$ cat config.mk
export PLATFORM = sky130hd
export DESIGN_NAME = dialer_control
export DESIGN_NICKNAME = d
export VERILOG_FILES = /design/src/shared/dialer_pkg.sv /design/src/hdl/tick_divider.sv /design/src/hdl/span_timer.sv /design/src/hdl/dialer_control.sv
export SDC_FILE = /design/constraint.sdc
export NUM_CORES = 1
export LEC_CHECK = 0
export ABC_CLOCK_PERIOD_IN_PS = 3700
export BUFFER_PORTS_ARGS = -buffer_cell sky130_fd_sc_hd__buf_4
export CAP_MARGIN = 20
export CORE_MARGIN = 8
export CORE_UTILIZATION = 50
export CTS_BUF_LIST = sky130_fd_sc_hd__clkbuf_4
export DETAILED_ROUTE_END_ITERATION = 6
export PLACE_DENSITY = 0.68
export SETUP_SLACK_MARGIN = 0.2
export SLEW_MARGIN = 5
export SYNTH_ARGS = -nofsm -noshare
export SYNTH_HDL_FRONTEND = slang
export SYNTH_SLANG_ARGS = --single-unit
export TNS_END_PERCENT = 1
$ cat constraint.sdc
create_clock -name sys_clk_in -period 3.7 [get_ports sys_clk_in]
set_clock_uncertainty 0.05 [all_clocks]
set_input_delay 0.74 -clock sys_clk_in [delete_from_list [all_inputs] [get_ports sys_clk_in]]
set_output_delay 0.74 -clock sys_clk_in [all_outputs]
set_load 0.005 [all_outputs]
$ cat src/shared/dialer_pkg.sv
// Constants, register map and carrier types for the dialer control block
package dialer_pkg;

    ////////////////////////////////////////////////////////////////////////////
    // Register bus
    localparam int ADDR_W = 16;
    localparam int DATA_W = 4;

    typedef struct packed {
        logic [ADDR_W-1:0] addr;
        logic [DATA_W-1:0] wdata;
        logic wr;
        logic rd;
    } bus_req_s;

    typedef logic [DATA_W-1:0] nib_t;

    localparam logic [ADDR_W-1:0] MODE_ADDR = 16'hFF10;
    localparam logic [ADDR_W-1:0] PAUSE_ADDR = 16'hFF11;
    localparam logic [ADDR_W-1:0] BREAK_ADDR = 16'hFF12;
    localparam logic [ADDR_W-1:0] PINSEL_ADDR = 16'hFF13;
    localparam logic [ADDR_W-1:0] CTRL_ADDR = 16'hFF14;
    localparam logic [ADDR_W-1:0] GAP_ADDR = 16'hFF15;
    localparam logic [ADDR_W-1:0] TONE_ADDR = 16'hFF16;
    localparam logic [ADDR_W-1:0] HOOK_ADDR = 16'hFF18;
    localparam logic [ADDR_W-1:0] PORT_DATA_ADDR = 16'hFF32;
    localparam logic [ADDR_W-1:0] PORT_HIZ_ADDR = 16'hFF33;
    localparam logic [ADDR_W-1:0] IRQ_MASK_ADDR = 16'hFFE9;
    localparam logic [ADDR_W-1:0] IRQ_FLAG_ADDR = 16'hFFF9;

    // Field positions
    localparam int MODE_PULSE_BIT = 3;
    localparam int MODE_MB_BIT = 1;
    localparam int MODE_DRS_BIT = 0;
    localparam int PINSEL_KEEP_BIT = 2;
    localparam int CTRL_HF_BIT = 3;
    localparam int CTRL_HOLD_BIT = 2;
    localparam int CTRL_PAUSE_BIT = 1;
    localparam int CTRL_FLASH_BIT = 0;
    localparam int TONE_CTO_BIT = 3;
    localparam int HOOK_ON_BIT = 3;
    localparam int PORT_TWO_BIT = 2;
    localparam int IRQ_BIT = 0;

    // Reset values and writable masks
    localparam nib_t MODE_RST = 4'h0;
    localparam nib_t MODE_RW_MASK = 4'hB;
    localparam nib_t PAUSE_RST = 4'h4;
    localparam nib_t BREAK_RST = 4'h6;
    localparam nib_t PINSEL_RST = 4'h0;
    localparam nib_t GAP_RST = 4'h8;
    localparam nib_t TONE_RST = 4'h3;
    localparam nib_t HOOK_RST = 4'h3;
    localparam nib_t HOOK_RW_MASK = 4'hB;
    localparam nib_t PORT_DATA_RST = 4'hF;
    localparam nib_t PORT_HIZ_RST = 4'h0;

    ////////////////////////////////////////////////////////////////////////////
    // Timing: one low-speed tick every 31.25 ms
    localparam int CLK_PERIOD_NS = 10;
    localparam int TICK_US = 31250;
    localparam int TICK_CYCLES = TICK_US * 1000 / CLK_PERIOD_NS;
    localparam int STEP_US = 93750;
    localparam int FLASH_REST_MS = 938;
    localparam int TONE_GAP_MS = 94;
    localparam int PAUSE_STEP_MS = 1000;

    localparam int CNT_W = 9;
    typedef logic [CNT_W-1:0] cnt_t;

    localparam cnt_t STEP_TICKS = cnt_t'(STEP_US / TICK_US);
    localparam cnt_t FLASH_REST_TICKS = cnt_t'(FLASH_REST_MS * 1000 / TICK_US);
    localparam cnt_t TONE_GAP_TICKS = cnt_t'(TONE_GAP_MS * 1000 / TICK_US);
    localparam cnt_t PAUSE_STEP_TICKS = cnt_t'(PAUSE_STEP_MS * 1000 / TICK_US);

    ////////////////////////////////////////////////////////////////////////////
    // Timer channels and flash sequence
    localparam int NUM_CH = 3;
    localparam int CH_FLASH = 0;
    localparam int CH_PAUSE = 1;
    localparam int CH_DIAL = 2;

    typedef enum logic [2:0] {
        FL_IDLE = 3'b001,
        FL_BREAK = 3'b010,
        FL_REST = 3'b100
    } flash_state_e;

endpackage : dialer_pkg

$ cat src/hdl/tick_divider.sv
// Divider that turns the system clock into the low-speed tick enable
`timescale 1ns/1ps
module tick_divider #(
    parameter int DIV = 3125000
) (
    input wire logic sys_clk_in,
    input wire logic rst_in,
    output logic tick_out
);
    localparam int W = $clog2(DIV);
    localparam logic [W-1:0] LAST = W'(DIV - 1);

    logic [W-1:0] cnt_ff;
    logic tick_ff;

    always_ff @(posedge sys_clk_in or posedge rst_in)
    begin
        if (rst_in)
        begin
            cnt_ff <= '0;
            tick_ff <= 1'b0;
        end
        else
        begin
            tick_ff <= (cnt_ff == LAST);
            cnt_ff <= (cnt_ff == LAST) ? '0 : cnt_ff + 1'b1;
        end
    end

    assign tick_out = tick_ff;

endmodule : tick_divider

$ cat src/hdl/span_timer.sv
// Tick-based down counter: loads a span, pulses done when it runs out
`timescale 1ns/1ps
module span_timer #(
    parameter int W = 9
) (
    input wire logic sys_clk_in,
    input wire logic rst_in,
    input wire logic tick_in,
    input wire logic start_in,
    input wire logic [W-1:0] load_in,
    output logic busy_out,
    output logic done_out
);
    logic [W-1:0] count_ff;
    logic done_ff;

    // A restart wins over a tick; the first tick may be a partial one
    always_ff @(posedge sys_clk_in or posedge rst_in)
    begin
        if (rst_in)
        begin
            count_ff <= '0;
            done_ff <= 1'b0;
        end
        else
        begin
            done_ff <= !start_in && tick_in && (count_ff == W'(1));
            if (start_in)
                count_ff <= load_in;
            else if (tick_in && count_ff != '0)
                count_ff <= count_ff - 1'b1;
        end
    end

    assign busy_out = (count_ff != '0);
    assign done_out = done_ff;

endmodule : span_timer

$ cat src/hdl/dialer_control.sv
// Dialer flash, hold-line and completion interrupt control
// Summary of operation
// - Flash drives line pulse low for coded time
// - Flash duration resets to 563 ms code
// - Only the flash trigger bit starts a flash
// - Flash trigger is write-only, start only
// - Fixed 938 ms rest, then interrupt
// - Flash trigger self-clears at flash interrupt
// - Hold bit drives transmit silence low
// - Keep status on pin two follows hold
// - Pin two data low forces status low
// - Tone mode: 94 ms gap, then interrupt
// - Pulse mode: programmed gap, then interrupt
// - Pause trigger: programmed seconds, then interrupt
// - Flag always set; mask gates CPU request
// - Flag sets even while masked
// - Writing one clears the flag
// - Mode bit selects pulse; bit two reads zero
// - Make/break select resets to 40:60
// - Pulse rate select resets to 10pps
// - Pause duration resets to 4 seconds
// - Digit gap resets to 750 ms code
// - Pause trigger self-clears at pause interrupt
// - Hook switch on drives line pulse high
`timescale 1ns/1ps
module dialer_control
    import dialer_pkg::*;
#(
    parameter int TICK_DIV = TICK_CYCLES
) (
    input wire logic sys_clk_in,
    input wire logic rst_in,
    input wire bus_req_s bus_req_in,
    input wire logic tone_end_in,
    input wire logic pulse_end_in,
    output logic [DATA_W-1:0] rd_data_out,
    output logic line_pulse_n_out,
    output logic transmit_silence_n_out,
    output logic port_pin_two_out,
    output logic port_pin_two_oe_n_out,
    output logic pulse_mode_out,
    output logic make_break_select_out,
    output logic pulse_rate_select_out,
    output logic continuous_tone_bit_out,
    output logic irq_out
);

    ////////////////////////////////////////////////////////////////////////////
    // Declarations
    nib_t mode_ff;
    nib_t gap_duration_select_ff;
    nib_t line_break_duration_ff;
    nib_t pinsel_ff;
    nib_t digit_gap_select_ff;
    nib_t tone_ff;
    nib_t hook_ff;
    nib_t port_data_ff;
    nib_t port_hiz_ff;
    nib_t rd_data_ff;
    nib_t rd_mux;
    logic hf_ff;
    logic hold_ff;
    logic pause_bit_ff;
    logic flash_bit_ff;
    logic dialer_irq_flag_ff;
    logic dialer_irq_mask_ff;
    logic irq_ff;
    logic line_pulse_n_ff;
    logic silence_n_ff;
    logic pin_two_ff;
    logic pin_two_oe_n_ff;
    flash_state_e flash_state_ff;
    logic tick;
    logic [NUM_CH-1:0] start_vec;
    logic [NUM_CH-1:0] busy_vec;
    logic [NUM_CH-1:0] done_vec;
    cnt_t load_vec [NUM_CH];
    logic ctrl_wr;
    logic flash_go;
    logic pause_go;
    logic tone_go;
    logic pulse_go;
    logic irq_event;
    logic flag_clr;

    ////////////////////////////////////////////////////////////////////////////
    // Bus decode
    assign ctrl_wr = bus_req_in.wr && (bus_req_in.addr == CTRL_ADDR);
    assign flag_clr = bus_req_in.wr && (bus_req_in.addr == IRQ_FLAG_ADDR)
        && bus_req_in.wdata[IRQ_BIT];

    ////////////////////////////////////////////////////////////////////////////
    // Software registers
    always_ff @(posedge sys_clk_in or posedge rst_in)
    begin
        if (rst_in)
        begin
            mode_ff <= MODE_RST;
            gap_duration_select_ff <= PAUSE_RST;
            line_break_duration_ff <= BREAK_RST;
            pinsel_ff <= PINSEL_RST;
            digit_gap_select_ff <= GAP_RST;
            tone_ff <= TONE_RST;
            hook_ff <= HOOK_RST;
            port_data_ff <= PORT_DATA_RST;
            port_hiz_ff <= PORT_HIZ_RST;
            dialer_irq_mask_ff <= 1'b0;
            hf_ff <= 1'b0;
            hold_ff <= 1'b0;
        end
        else if (bus_req_in.wr)
        begin
            unique case (bus_req_in.addr)
                MODE_ADDR: mode_ff <= bus_req_in.wdata & MODE_RW_MASK;
                PAUSE_ADDR: gap_duration_select_ff <= bus_req_in.wdata;
                BREAK_ADDR: line_break_duration_ff <= bus_req_in.wdata;
                PINSEL_ADDR: pinsel_ff <= bus_req_in.wdata;
                CTRL_ADDR:
                begin
                    hf_ff <= bus_req_in.wdata[CTRL_HF_BIT];
                    hold_ff <= bus_req_in.wdata[CTRL_HOLD_BIT];
                end
                GAP_ADDR: digit_gap_select_ff <= bus_req_in.wdata;
                TONE_ADDR: tone_ff <= bus_req_in.wdata;
                HOOK_ADDR: hook_ff <= bus_req_in.wdata & HOOK_RW_MASK;
                PORT_DATA_ADDR: port_data_ff <= bus_req_in.wdata;
                PORT_HIZ_ADDR: port_hiz_ff <= bus_req_in.wdata;
                IRQ_MASK_ADDR: dialer_irq_mask_ff <= bus_req_in.wdata[IRQ_BIT];
                default:
                begin
                end
            endcase
        end
    end

    ////////////////////////////////////////////////////////////////////////////
    // Read port: data stand for one cycle, unmapped reads give zero
    always_comb
    begin
        unique case (bus_req_in.addr)
            MODE_ADDR: rd_mux = mode_ff;
            PAUSE_ADDR: rd_mux = gap_duration_select_ff;
            BREAK_ADDR: rd_mux = line_break_duration_ff;
            PINSEL_ADDR: rd_mux = pinsel_ff;
            CTRL_ADDR: rd_mux = {hf_ff, hold_ff, 2'h0};
            GAP_ADDR: rd_mux = digit_gap_select_ff;
            TONE_ADDR: rd_mux = tone_ff;
            HOOK_ADDR: rd_mux = hook_ff;
            PORT_DATA_ADDR: rd_mux = port_data_ff;
            PORT_HIZ_ADDR: rd_mux = port_hiz_ff;
            IRQ_MASK_ADDR: rd_mux = {3'h0, dialer_irq_mask_ff};
            IRQ_FLAG_ADDR: rd_mux = {3'h0, dialer_irq_flag_ff};
            default: rd_mux = 4'h0;
        endcase
    end

    always_ff @(posedge sys_clk_in or posedge rst_in)
    begin
        if (rst_in)
            rd_data_ff <= 4'h0;
        else
            rd_data_ff <= bus_req_in.rd ? rd_mux : 4'h0;
    end

    ////////////////////////////////////////////////////////////////////////////
    // Low-speed tick and the three span timers
    tick_divider #(
        .DIV(TICK_DIV)
    ) u_tick (
        .sys_clk_in(sys_clk_in),
        .rst_in(rst_in),
        .tick_out(tick)
    );

    // A zero duration code would load an empty span and hang the sequence
    assign flash_go = ctrl_wr && bus_req_in.wdata[CTRL_FLASH_BIT]
        && (flash_state_ff == FL_IDLE);
    assign pause_go = ctrl_wr && bus_req_in.wdata[CTRL_PAUSE_BIT]
        && !pause_bit_ff;
    assign tone_go = tone_end_in && !mode_ff[MODE_PULSE_BIT];
    assign pulse_go = pulse_end_in && mode_ff[MODE_PULSE_BIT];

    always_comb
    begin
        start_vec[CH_FLASH] = flash_go
            || (flash_state_ff == FL_BREAK && done_vec[CH_FLASH]);
        load_vec[CH_FLASH] = (flash_state_ff == FL_IDLE)
            ? cnt_t'(line_break_duration_ff) * STEP_TICKS
            : FLASH_REST_TICKS;
        start_vec[CH_PAUSE] = pause_go;
        load_vec[CH_PAUSE] = cnt_t'(gap_duration_select_ff) * PAUSE_STEP_TICKS;
        start_vec[CH_DIAL] = tone_go || pulse_go;
        load_vec[CH_DIAL] = pulse_go
            ? cnt_t'(digit_gap_select_ff) * STEP_TICKS
            : TONE_GAP_TICKS;
    end

    genvar ch;
    generate
        for (ch = 0; ch < NUM_CH; ch++)
        begin : g_timer
            span_timer #(
                .W(CNT_W)
            ) u_span (
                .sys_clk_in(sys_clk_in),
                .rst_in(rst_in),
                .tick_in(tick),
                .start_in(start_vec[ch]),
                .load_in(load_vec[ch]),
                .busy_out(busy_vec[ch]),
                .done_out(done_vec[ch])
            );
        end
    endgenerate

    ////////////////////////////////////////////////////////////////////////////
    // Flash sequence: break, fixed rest, then completion
    always_ff @(posedge sys_clk_in or posedge rst_in)
    begin
        if (rst_in)
        begin
            flash_state_ff <= FL_IDLE;
            flash_bit_ff <= 1'b0;
        end
        else
        begin
            unique case (flash_state_ff)
                FL_IDLE:
                    if (flash_go)
                    begin
                        flash_state_ff <= FL_BREAK;
                        flash_bit_ff <= 1'b1;
                    end
                FL_BREAK:
                    if (done_vec[CH_FLASH])
                        flash_state_ff <= FL_REST;
                FL_REST:
                    if (done_vec[CH_FLASH])
                    begin
                        flash_state_ff <= FL_IDLE;
                        flash_bit_ff <= 1'b0;
                    end
                default:
                begin
                    flash_state_ff <= FL_IDLE;
                    flash_bit_ff <= 1'b0;
                end
            endcase
        end
    end

    // Pause trigger stays set until its own completion
    always_ff @(posedge sys_clk_in or posedge rst_in)
    begin
        if (rst_in)
            pause_bit_ff <= 1'b0;
        else if (done_vec[CH_PAUSE])
            pause_bit_ff <= 1'b0;
        else if (pause_go)
            pause_bit_ff <= 1'b1;
    end

    ////////////////////////////////////////////////////////////////////////////
    // Shared completion flag; an event in the clearing cycle is kept
    assign irq_event = (flash_state_ff == FL_REST && done_vec[CH_FLASH])
        || done_vec[CH_PAUSE] || done_vec[CH_DIAL];

    always_ff @(posedge sys_clk_in or posedge rst_in)
    begin
        if (rst_in)
        begin
            dialer_irq_flag_ff <= 1'b0;
            irq_ff <= 1'b0;
        end
        else
        begin
            dialer_irq_flag_ff <= irq_event
                || (dialer_irq_flag_ff && !flag_clr);
            irq_ff <= dialer_irq_flag_ff && dialer_irq_mask_ff;
        end
    end

    ////////////////////////////////////////////////////////////////////////////
    // Line side outputs
    always_ff @(posedge sys_clk_in or posedge rst_in)
    begin
        if (rst_in)
        begin
            line_pulse_n_ff <= 1'b0;
            silence_n_ff <= 1'b1;
            pin_two_ff <= 1'b1;
            pin_two_oe_n_ff <= 1'b0;
        end
        else
        begin
            line_pulse_n_ff <= hook_ff[HOOK_ON_BIT]
                && (flash_state_ff != FL_BREAK);
            silence_n_ff <= !hold_ff;
            // Pin data low wins, so the status can never float high
            pin_two_ff <= port_data_ff[PORT_TWO_BIT]
                && (!pinsel_ff[PINSEL_KEEP_BIT] || hold_ff);
            pin_two_oe_n_ff <= port_hiz_ff[PORT_TWO_BIT];
        end
    end

    assign rd_data_out = rd_data_ff;
    assign line_pulse_n_out = line_pulse_n_ff;
    assign transmit_silence_n_out = silence_n_ff;
    assign port_pin_two_out = pin_two_ff;
    assign port_pin_two_oe_n_out = pin_two_oe_n_ff;
    assign pulse_mode_out = mode_ff[MODE_PULSE_BIT];
    assign make_break_select_out = mode_ff[MODE_MB_BIT];
    assign pulse_rate_select_out = mode_ff[MODE_DRS_BIT];
    assign continuous_tone_bit_out = tone_ff[TONE_CTO_BIT];
    assign irq_out = irq_ff;
endmodule : dialer_control

==> summary.txt, run 1 <==
Initial Util - 51.21%
Clock Path Buffers - 2
Yosys cell types - 67
Top Registers - g_timer.u_span.count_ff (27), u_tick.cnt_ff (22)
Setup crit end kind - flip-flop
Power Dens Cells - 296.7 mW/mm²
Average size of a mapped cell - 10.57 µm²
CTS buffer count - 9
Share of layout cells above drive strength 1 - 23.63%
Worst flop-to-flop path endpoint - g_timer[0].u_span.count_ff[4]
Combinational Power Share - 6.5%
Final setup viols - 0
Largest register FFs - 27
Net count reported at finish - 605
Post-synthesis sequential area ratio - 47.43%
Via count - 4052
Met3 WL - 540 µm
Slew HR - 30.97%
Synth warn - 0
Synth async-reset ratio - 100.0%
Cell internal pwr - 0.001330 W
RSZ-0062 raised after global routing - false
DRC errors left - 0
Status - finished clean
DR WL/cell - 16.82 µm
Layout fillers - 951
Largest reg by FF count - g_timer.u_span.count_ff
GRT Util Overall - 17.07%
IO Count - 39
Worst-path maximum fanout - 9
Post-route ant nets - 0
Post-CTS setup buffer count - 0
Syn Std Cell Area - 0.005527 mm²
H-tree Lvls - 3
Clock root buffer master - clkbuf_4
Tmin final - 2.475 ns
Switch Pwr - 0.0004820 W
Slew Viols, Final - 0
CTS clk-pin slew, worst paths - 0.17 ns
Vias in the first global route - 4109
Routability cong. - 0.8406
Max Used Layer - met4
Syn nets - 566
Ys flop type - dfrtp_1
Largest net degree at the start of global routing - 88
Critical Path Source Type - flip-flop
Post-Route WL - 11.89 mm
Tcrit/Tclk final - 66.88%
Die H - 121.1 µm
Post-DP HPWL - 8.535 mm
Cells after Synth - 523
Num rows - 38
Initial DRC count - 348
R2R Setup Slk - 1.23 ns
Clock power frac - 30.2%
Fin. Hold Viols - 0
Switching Share - 26.60%
R2r worst-path depth - 7
Commonest non-fill, non-tap cells in the layout - 89 x dfrtp_1, 64 x nor2_1, 42 x buf_4, 33 x mux2_2
Post-synth EDFFs - 0
Worst-margin pin slew - 1.035 ns
Worst-Skew Late Latency - 0.49 ns
Worst Path Arrival - 2.77 ns
Antenna cells - 0
Seq pwr share - 63.3%
Most common cell after layout, fill and taps aside - dfrtp_1
Clock tree sinks - 104
Reg2reg start - g_timer[0].u_span.count_ff[0]
Worst Hold Class - in2async
Setup TNS - 0 ns
Die area - 0.01467 mm²
CP required - 3.99 ns
Final design utilization - 56.58%
Fmax achieved - 404.1 MHz
Met2 WL - 5.725 mm
Core area - 0.01079 mm²
PortBufs - 38
Post-CTS Hold Fix Bufs - 0
CTS tree - built
CTS resizes - 0
Detailed Routing Iterations Pass 1 - 5
Synth Register Bits - 104
Routed vias/inst - 5.731
First-pass GRT wire length - 20.13 mm
Area growth syn-to-layout - 10.50%
Wl on met1 - 5.546 mm
Initial antenna violation count - 0
LEAKAGE - 2.775 nW
Max Cap Violations - 0
VDD IR-drop max - 0.0002576 V
Die width - 121.1 µm
CP Class - reg2reg
Grt total ovfl - 0
metal layers:
metal  vias to the layer above  GRT usage (%)
met1                      2006          22.30
met4                         0          3.624
met2                        73          27.18
met5                         -              0
li1                       1966              -
met3                         7          5.491
critical path: stages, from the launching register on:
cell,delay [ns]
dfrtp_1,0.45
inv_1,0.11
ha_1,0.19
or4b_2,0.59
o21ai_1,0.54
nor4_1,0.14
xnor2_1,0.19
mux2i_1,0.09
how the worst max path moves through the flow:
stage                                        from                             to  slack [ns]  cells past startpoint
detailed placement                 bus_req_in[11]  g_timer[0].u_span.count_ff[1]        0.78                      6
global route        g_timer[0].u_span.count_ff[0]  g_timer[0].u_span.count_ff[4]        1.08                      7
global placement                   bus_req_in[11]  g_timer[0].u_span.count_ff[1]        0.79                      6
finish              g_timer[0].u_span.count_ff[0]  g_timer[0].u_span.count_ff[4]        1.23                      7
floorplan                                  rst_in             dialer_irq_flag_ff        0.20                      1
CTS                 g_timer[0].u_span.count_ff[0]  g_timer[0].u_span.count_ff[3]        1.25                      7
stage by stage:
step | area (µm²) | cells | total power [W] | hold slack, ns | worst slack, ns
floorplan | 5527 | 523 | 0.001231 | 0.3177 | 0.2026
global route | 6107 | 707 | 0.001898 | 0.07930 | 1.075
global placement | 5961 | 690 | 0.001281 | 0.3581 | 0.7887
detailed placement | 5961 | 690 | 0.001282 | 0.3599 | 0.7834
CTS | 6080 | 706 | 0.001838 | 0.3961 | 1.253
finish | 6107 | 707 | 0.001812 | 0.1088 | 1.225
area by class of cell:
type	instances	area [µm²]	area share [%]
clock buffers	9	67.56	1.106
clock inverters	7	51.30	0.8400
inverters	27	103.9	1.700
multi-input cells	377	2745	44.95
flip-flops and latches	104	2621	42.92
well taps	140	175.2	2.868
repair buffers	43	342.8	5.614
synth_stat cells, types with 3 or more instances:
library cell	number	area share, %
and3_1	6	0.68
or4_1	4	0.54
mux2i_1	10	1.8
nor4_1	9	1.0
inv_1	27	1.8
nand4b_1	3	0.48
a211oi_1	3	0.41
mux2_4	8	2.2
o21ai_0	14	1.3
nor2_1	64	4.3
xor2_1	20	3.2
a21oi_1	21	1.9
nand2b_1	4	0.45
dfstp_2	15	7.1
a31oi_1	5	0.57
xnor2_1	16	2.5
nor4b_1	6	0.95
nand4_1	10	1.1
nand2_1	20	1.4
nand3b_1	7	0.95
a222oi_1	3	0.54
dfrtp_1	89	40
and4_1	3	0.48
nor2b_1	3	0.34
mux2_2	33	6.7
nor3_1	11	1.0
o21bai_1	3	0.41
or3_1	3	0.34
ha_1	15	3.4
a311oi_1	3	0.48
clkbuf_1	12	0.81
nand3_1	26	2.4
a22oi_1	3	0.41
power by group through the flow:
stage                     combinational [W]  sequential, W  clock [W]
after global placement             0.000114        0.00117          0
after detailed placement           0.000116        0.00117          0
final                              0.000117        0.00115   0.000548
after floorplan                   0.0000656        0.00117          0
after global routing               0.000132        0.00115   0.000618
after CTS                          0.000116        0.00115   0.000576
logic make-up after synthesis:
group	share of synthesized area, %
AND/OR/NAND/NOR	19.99
adder cells (fa/ha/maj)	4.120
AO/OA/AOI/OAI	9.034
buffers and inverters	3.011
flip-flops	47.43
XOR/XNOR	5.705
multiplexers	10.71
Note: power is estimated with default switching activity, not from simulation.
==> inputs of run 2 (changes only) <==
--- a/config.mk
+++ b/config.mk
@@ -5,14 +5,14 @@
 export SDC_FILE = /design/constraint.sdc
 export NUM_CORES = 1
 export LEC_CHECK = 0
-export ABC_CLOCK_PERIOD_IN_PS = 3700
+export ABC_CLOCK_PERIOD_IN_PS = 2260
 export BUFFER_PORTS_ARGS = -buffer_cell sky130_fd_sc_hd__buf_4
 export CAP_MARGIN = 20
 export CORE_MARGIN = 8
 export CORE_UTILIZATION = 50
 export CTS_BUF_LIST = sky130_fd_sc_hd__clkbuf_4
 export DETAILED_ROUTE_END_ITERATION = 6
-export PLACE_DENSITY = 0.68
+export PLACE_DENSITY = 0.71
 export SETUP_SLACK_MARGIN = 0.2
 export SLEW_MARGIN = 5
 export SYNTH_ARGS = -nofsm -noshare
==> constraint.sdc (replaced) <==
create_clock -name sys_clk_in -period 2.26 [get_ports sys_clk_in]
set_clock_uncertainty 0.05 [all_clocks]
set_input_delay 0.452 -clock sys_clk_in [delete_from_list [all_inputs] [get_ports sys_clk_in]]
set_output_delay 0.452 -clock sys_clk_in [all_outputs]
set_load 0.005 [all_outputs]
==> run 2 against run 1 <==
Routed wire length is 5.1% higher. Combinational power rose by 71%. Highest routed layer unchanged. Largest power group unchanged. Largest cell class unchanged. Utilization up 2.4 points. Register-to-register slack got worse by 1.0 ns. Sequential power rose by 63%. Via count up 5.0%.
==> summary.txt, run 2 (synthesized netlist as in run 1, its figures left out) <==
Status - finished clean
Largest net degree at the start of global routing - 105
CTS clk-pin slew, worst paths - 0.17 ns
Initial Util - 51.21%
Slowest CP cell - or4_1
Critical Path Source Type - flip-flop
Top delay family on crit path - simple AND/OR/NAND/NOR gates
Top Registers - g_timer.u_span.count_ff (27), u_tick.cnt_ff (22)
Commonest non-fill, non-tap cells in the layout - 89 x dfrtp_1, 66 x buf_4, 64 x nor2_1, 33 x mux2_2
CTS buffer count - 9
Final setup viols - 0
Crit-path most repeated cell - or4_1
Die H - 121.1 µm
Crit-path max cell delay - 0.57 ns
CP required - 2.64 ns
Die area - 0.01467 mm²
Slew Viols, Final - 0
First-pass GRT wire length - 20.85 mm
Via count - 4255
Total power - 0.003087 W
Detailed Routing Iterations Pass 1 - 5
Max Cap Violations - 0
FF/Latch Area - 0.002621 mm²
LEAKAGE - 2.944 nW
Post-route ant nets - 0
GRT Util Overall - 17.69%
Worst path bufs/invs - 0
Largest register FFs - 27
DR WL/cell - 17.05 µm
Vias in the first global route - 4246
Post-CTS Hold Fix Bufs - 0
IO Count - 39
H-tree Lvls - 3
Post-DP HPWL - 9.096 mm
Worst Hold Class - in2async
VDD IR-drop max - 0.0004128 V
Setup crit end kind - flip-flop
Share of layout cells above drive strength 1 - 27.82%
Routability cong. - 0.8364
Initial antenna violation count - 0
Tmin final - 2.050 ns
Placed cell areas - 0.006175 mm²
Clock tree sinks - 104
CP Cell Sequence - or4_1, or4_1, or3_1, a21oi_1
Routed vias/inst - 5.805
Worst-path maximum fanout - 4
Net count reported at finish - 631
Fmax achieved - 487.7 MHz
Most common cell after layout, fill and taps aside - dfrtp_1
Antenna cells - 0
Layout fillers - 883
Initial DRC count - 402
Finished Layout Cells - 733
CP Class - reg2reg
Die width - 121.1 µm
Power Dens Cells - 485.1 mW/mm²
Largest reg by FF count - g_timer.u_span.count_ff
Post-route cell area - 0.006364 mm²
PortBufs - 38
RSZ-0062 raised after global routing - true
CTS tree - built
DRC errors left - 0
Slew HR - 48.93%
Post-Route WL - 12.50 mm
Setup TNS - 0 ns
Grt total ovfl - 0
Worst-Skew Late Latency - 0.50 ns
Worst-margin pin slew - 0.7609 ns
Clock root buffer master - clkbuf_4
Core area - 0.01079 mm²
Multi-input logic area - 0.002774 mm²
Fin. Hold Viols - 0
Worst Path Arrival - 2.43 ns
Area growth syn-to-layout - 15.15%
Clock Path Buffers - 2
Tcrit/Tclk final - 90.73%
Num rows - 38
Placed cells - 715
==> run 2: what timing repair did <==
action / CTS / global route
pin swaps: 0 / 1
endpoints found under the setup margin: 8 / 20
resized for setup: 2 / 5
setup buffers: 2 / 0
==> run 2: tightest hold or removal path: cells and delay by family <==
| family | cells | cell delay (ns) |
|---|---|---|
| buffers and inverters | 3 | 0.57 |
==> run 2: worst paths after layout <==
path                                                 end  slack, ns                           from  cells after the start
max                        g_timer[0].u_span.count_ff[7]       0.21  g_timer[0].u_span.count_ff[3]                      4
min                                       rd_data_out[2]      0.005                         rst_in                      3
max reg2reg                g_timer[0].u_span.count_ff[7]       0.21  g_timer[0].u_span.count_ff[3]                      4
min reg2reg                        port_pin_two_oe_n_out       0.38                 port_hiz_ff[2]                      0
max in group asynchronous               u_tick.cnt_ff[7]       1.68                         rst_in                      3
min in group sys_clk_in                   rd_data_out[1]       0.21                  bus_req_in[0]                      3
==> run 2: metrics by stage <==
stage	setup WS, ns	util (%)	hold slack, ns
after global placement	0.06765	57.21	0.3455
final	0.2096	58.96	0.005005
after CTS	0.1834	58.69	0.04931
after floorplan	0.08740	-	0.3177
after global routing	0.1349	58.96	0.03370
after detailed placement	0.03114	57.21	0.3580
==> run 2: metal layers <==
metal / global-route usage (%) / wire length, µm
met1: 23.45 / 5605
met4: 5.089 / 121
met3: 4.933 / 810
met5: 0 / 0
met2: 27.70 / 5962
==> run 2: area by class of cell <==
type / count / area share [%]
Sequential cell: 104 / 41.19
Clock buffer: 10 / 1.180
Inverter: 27 / 1.652
Multi-Input combinational cell: 377 / 43.59
Clock inverter: 6 / 1.042
Timing Repair Buffer: 69 / 8.592
Tap cell: 140 / 2.753
==> run 2: power by group <==
part / internal (W) / switching, W / total [W]
Combinational: 0.0000757 / 0.000124 / 0.000200
Sequential: 0.00187 / 0.00000753 / 0.00188
Clock: 0.000359 / 0.000651 / 0.00101
Total: 0.00230 / 0.000783 / 0.00309
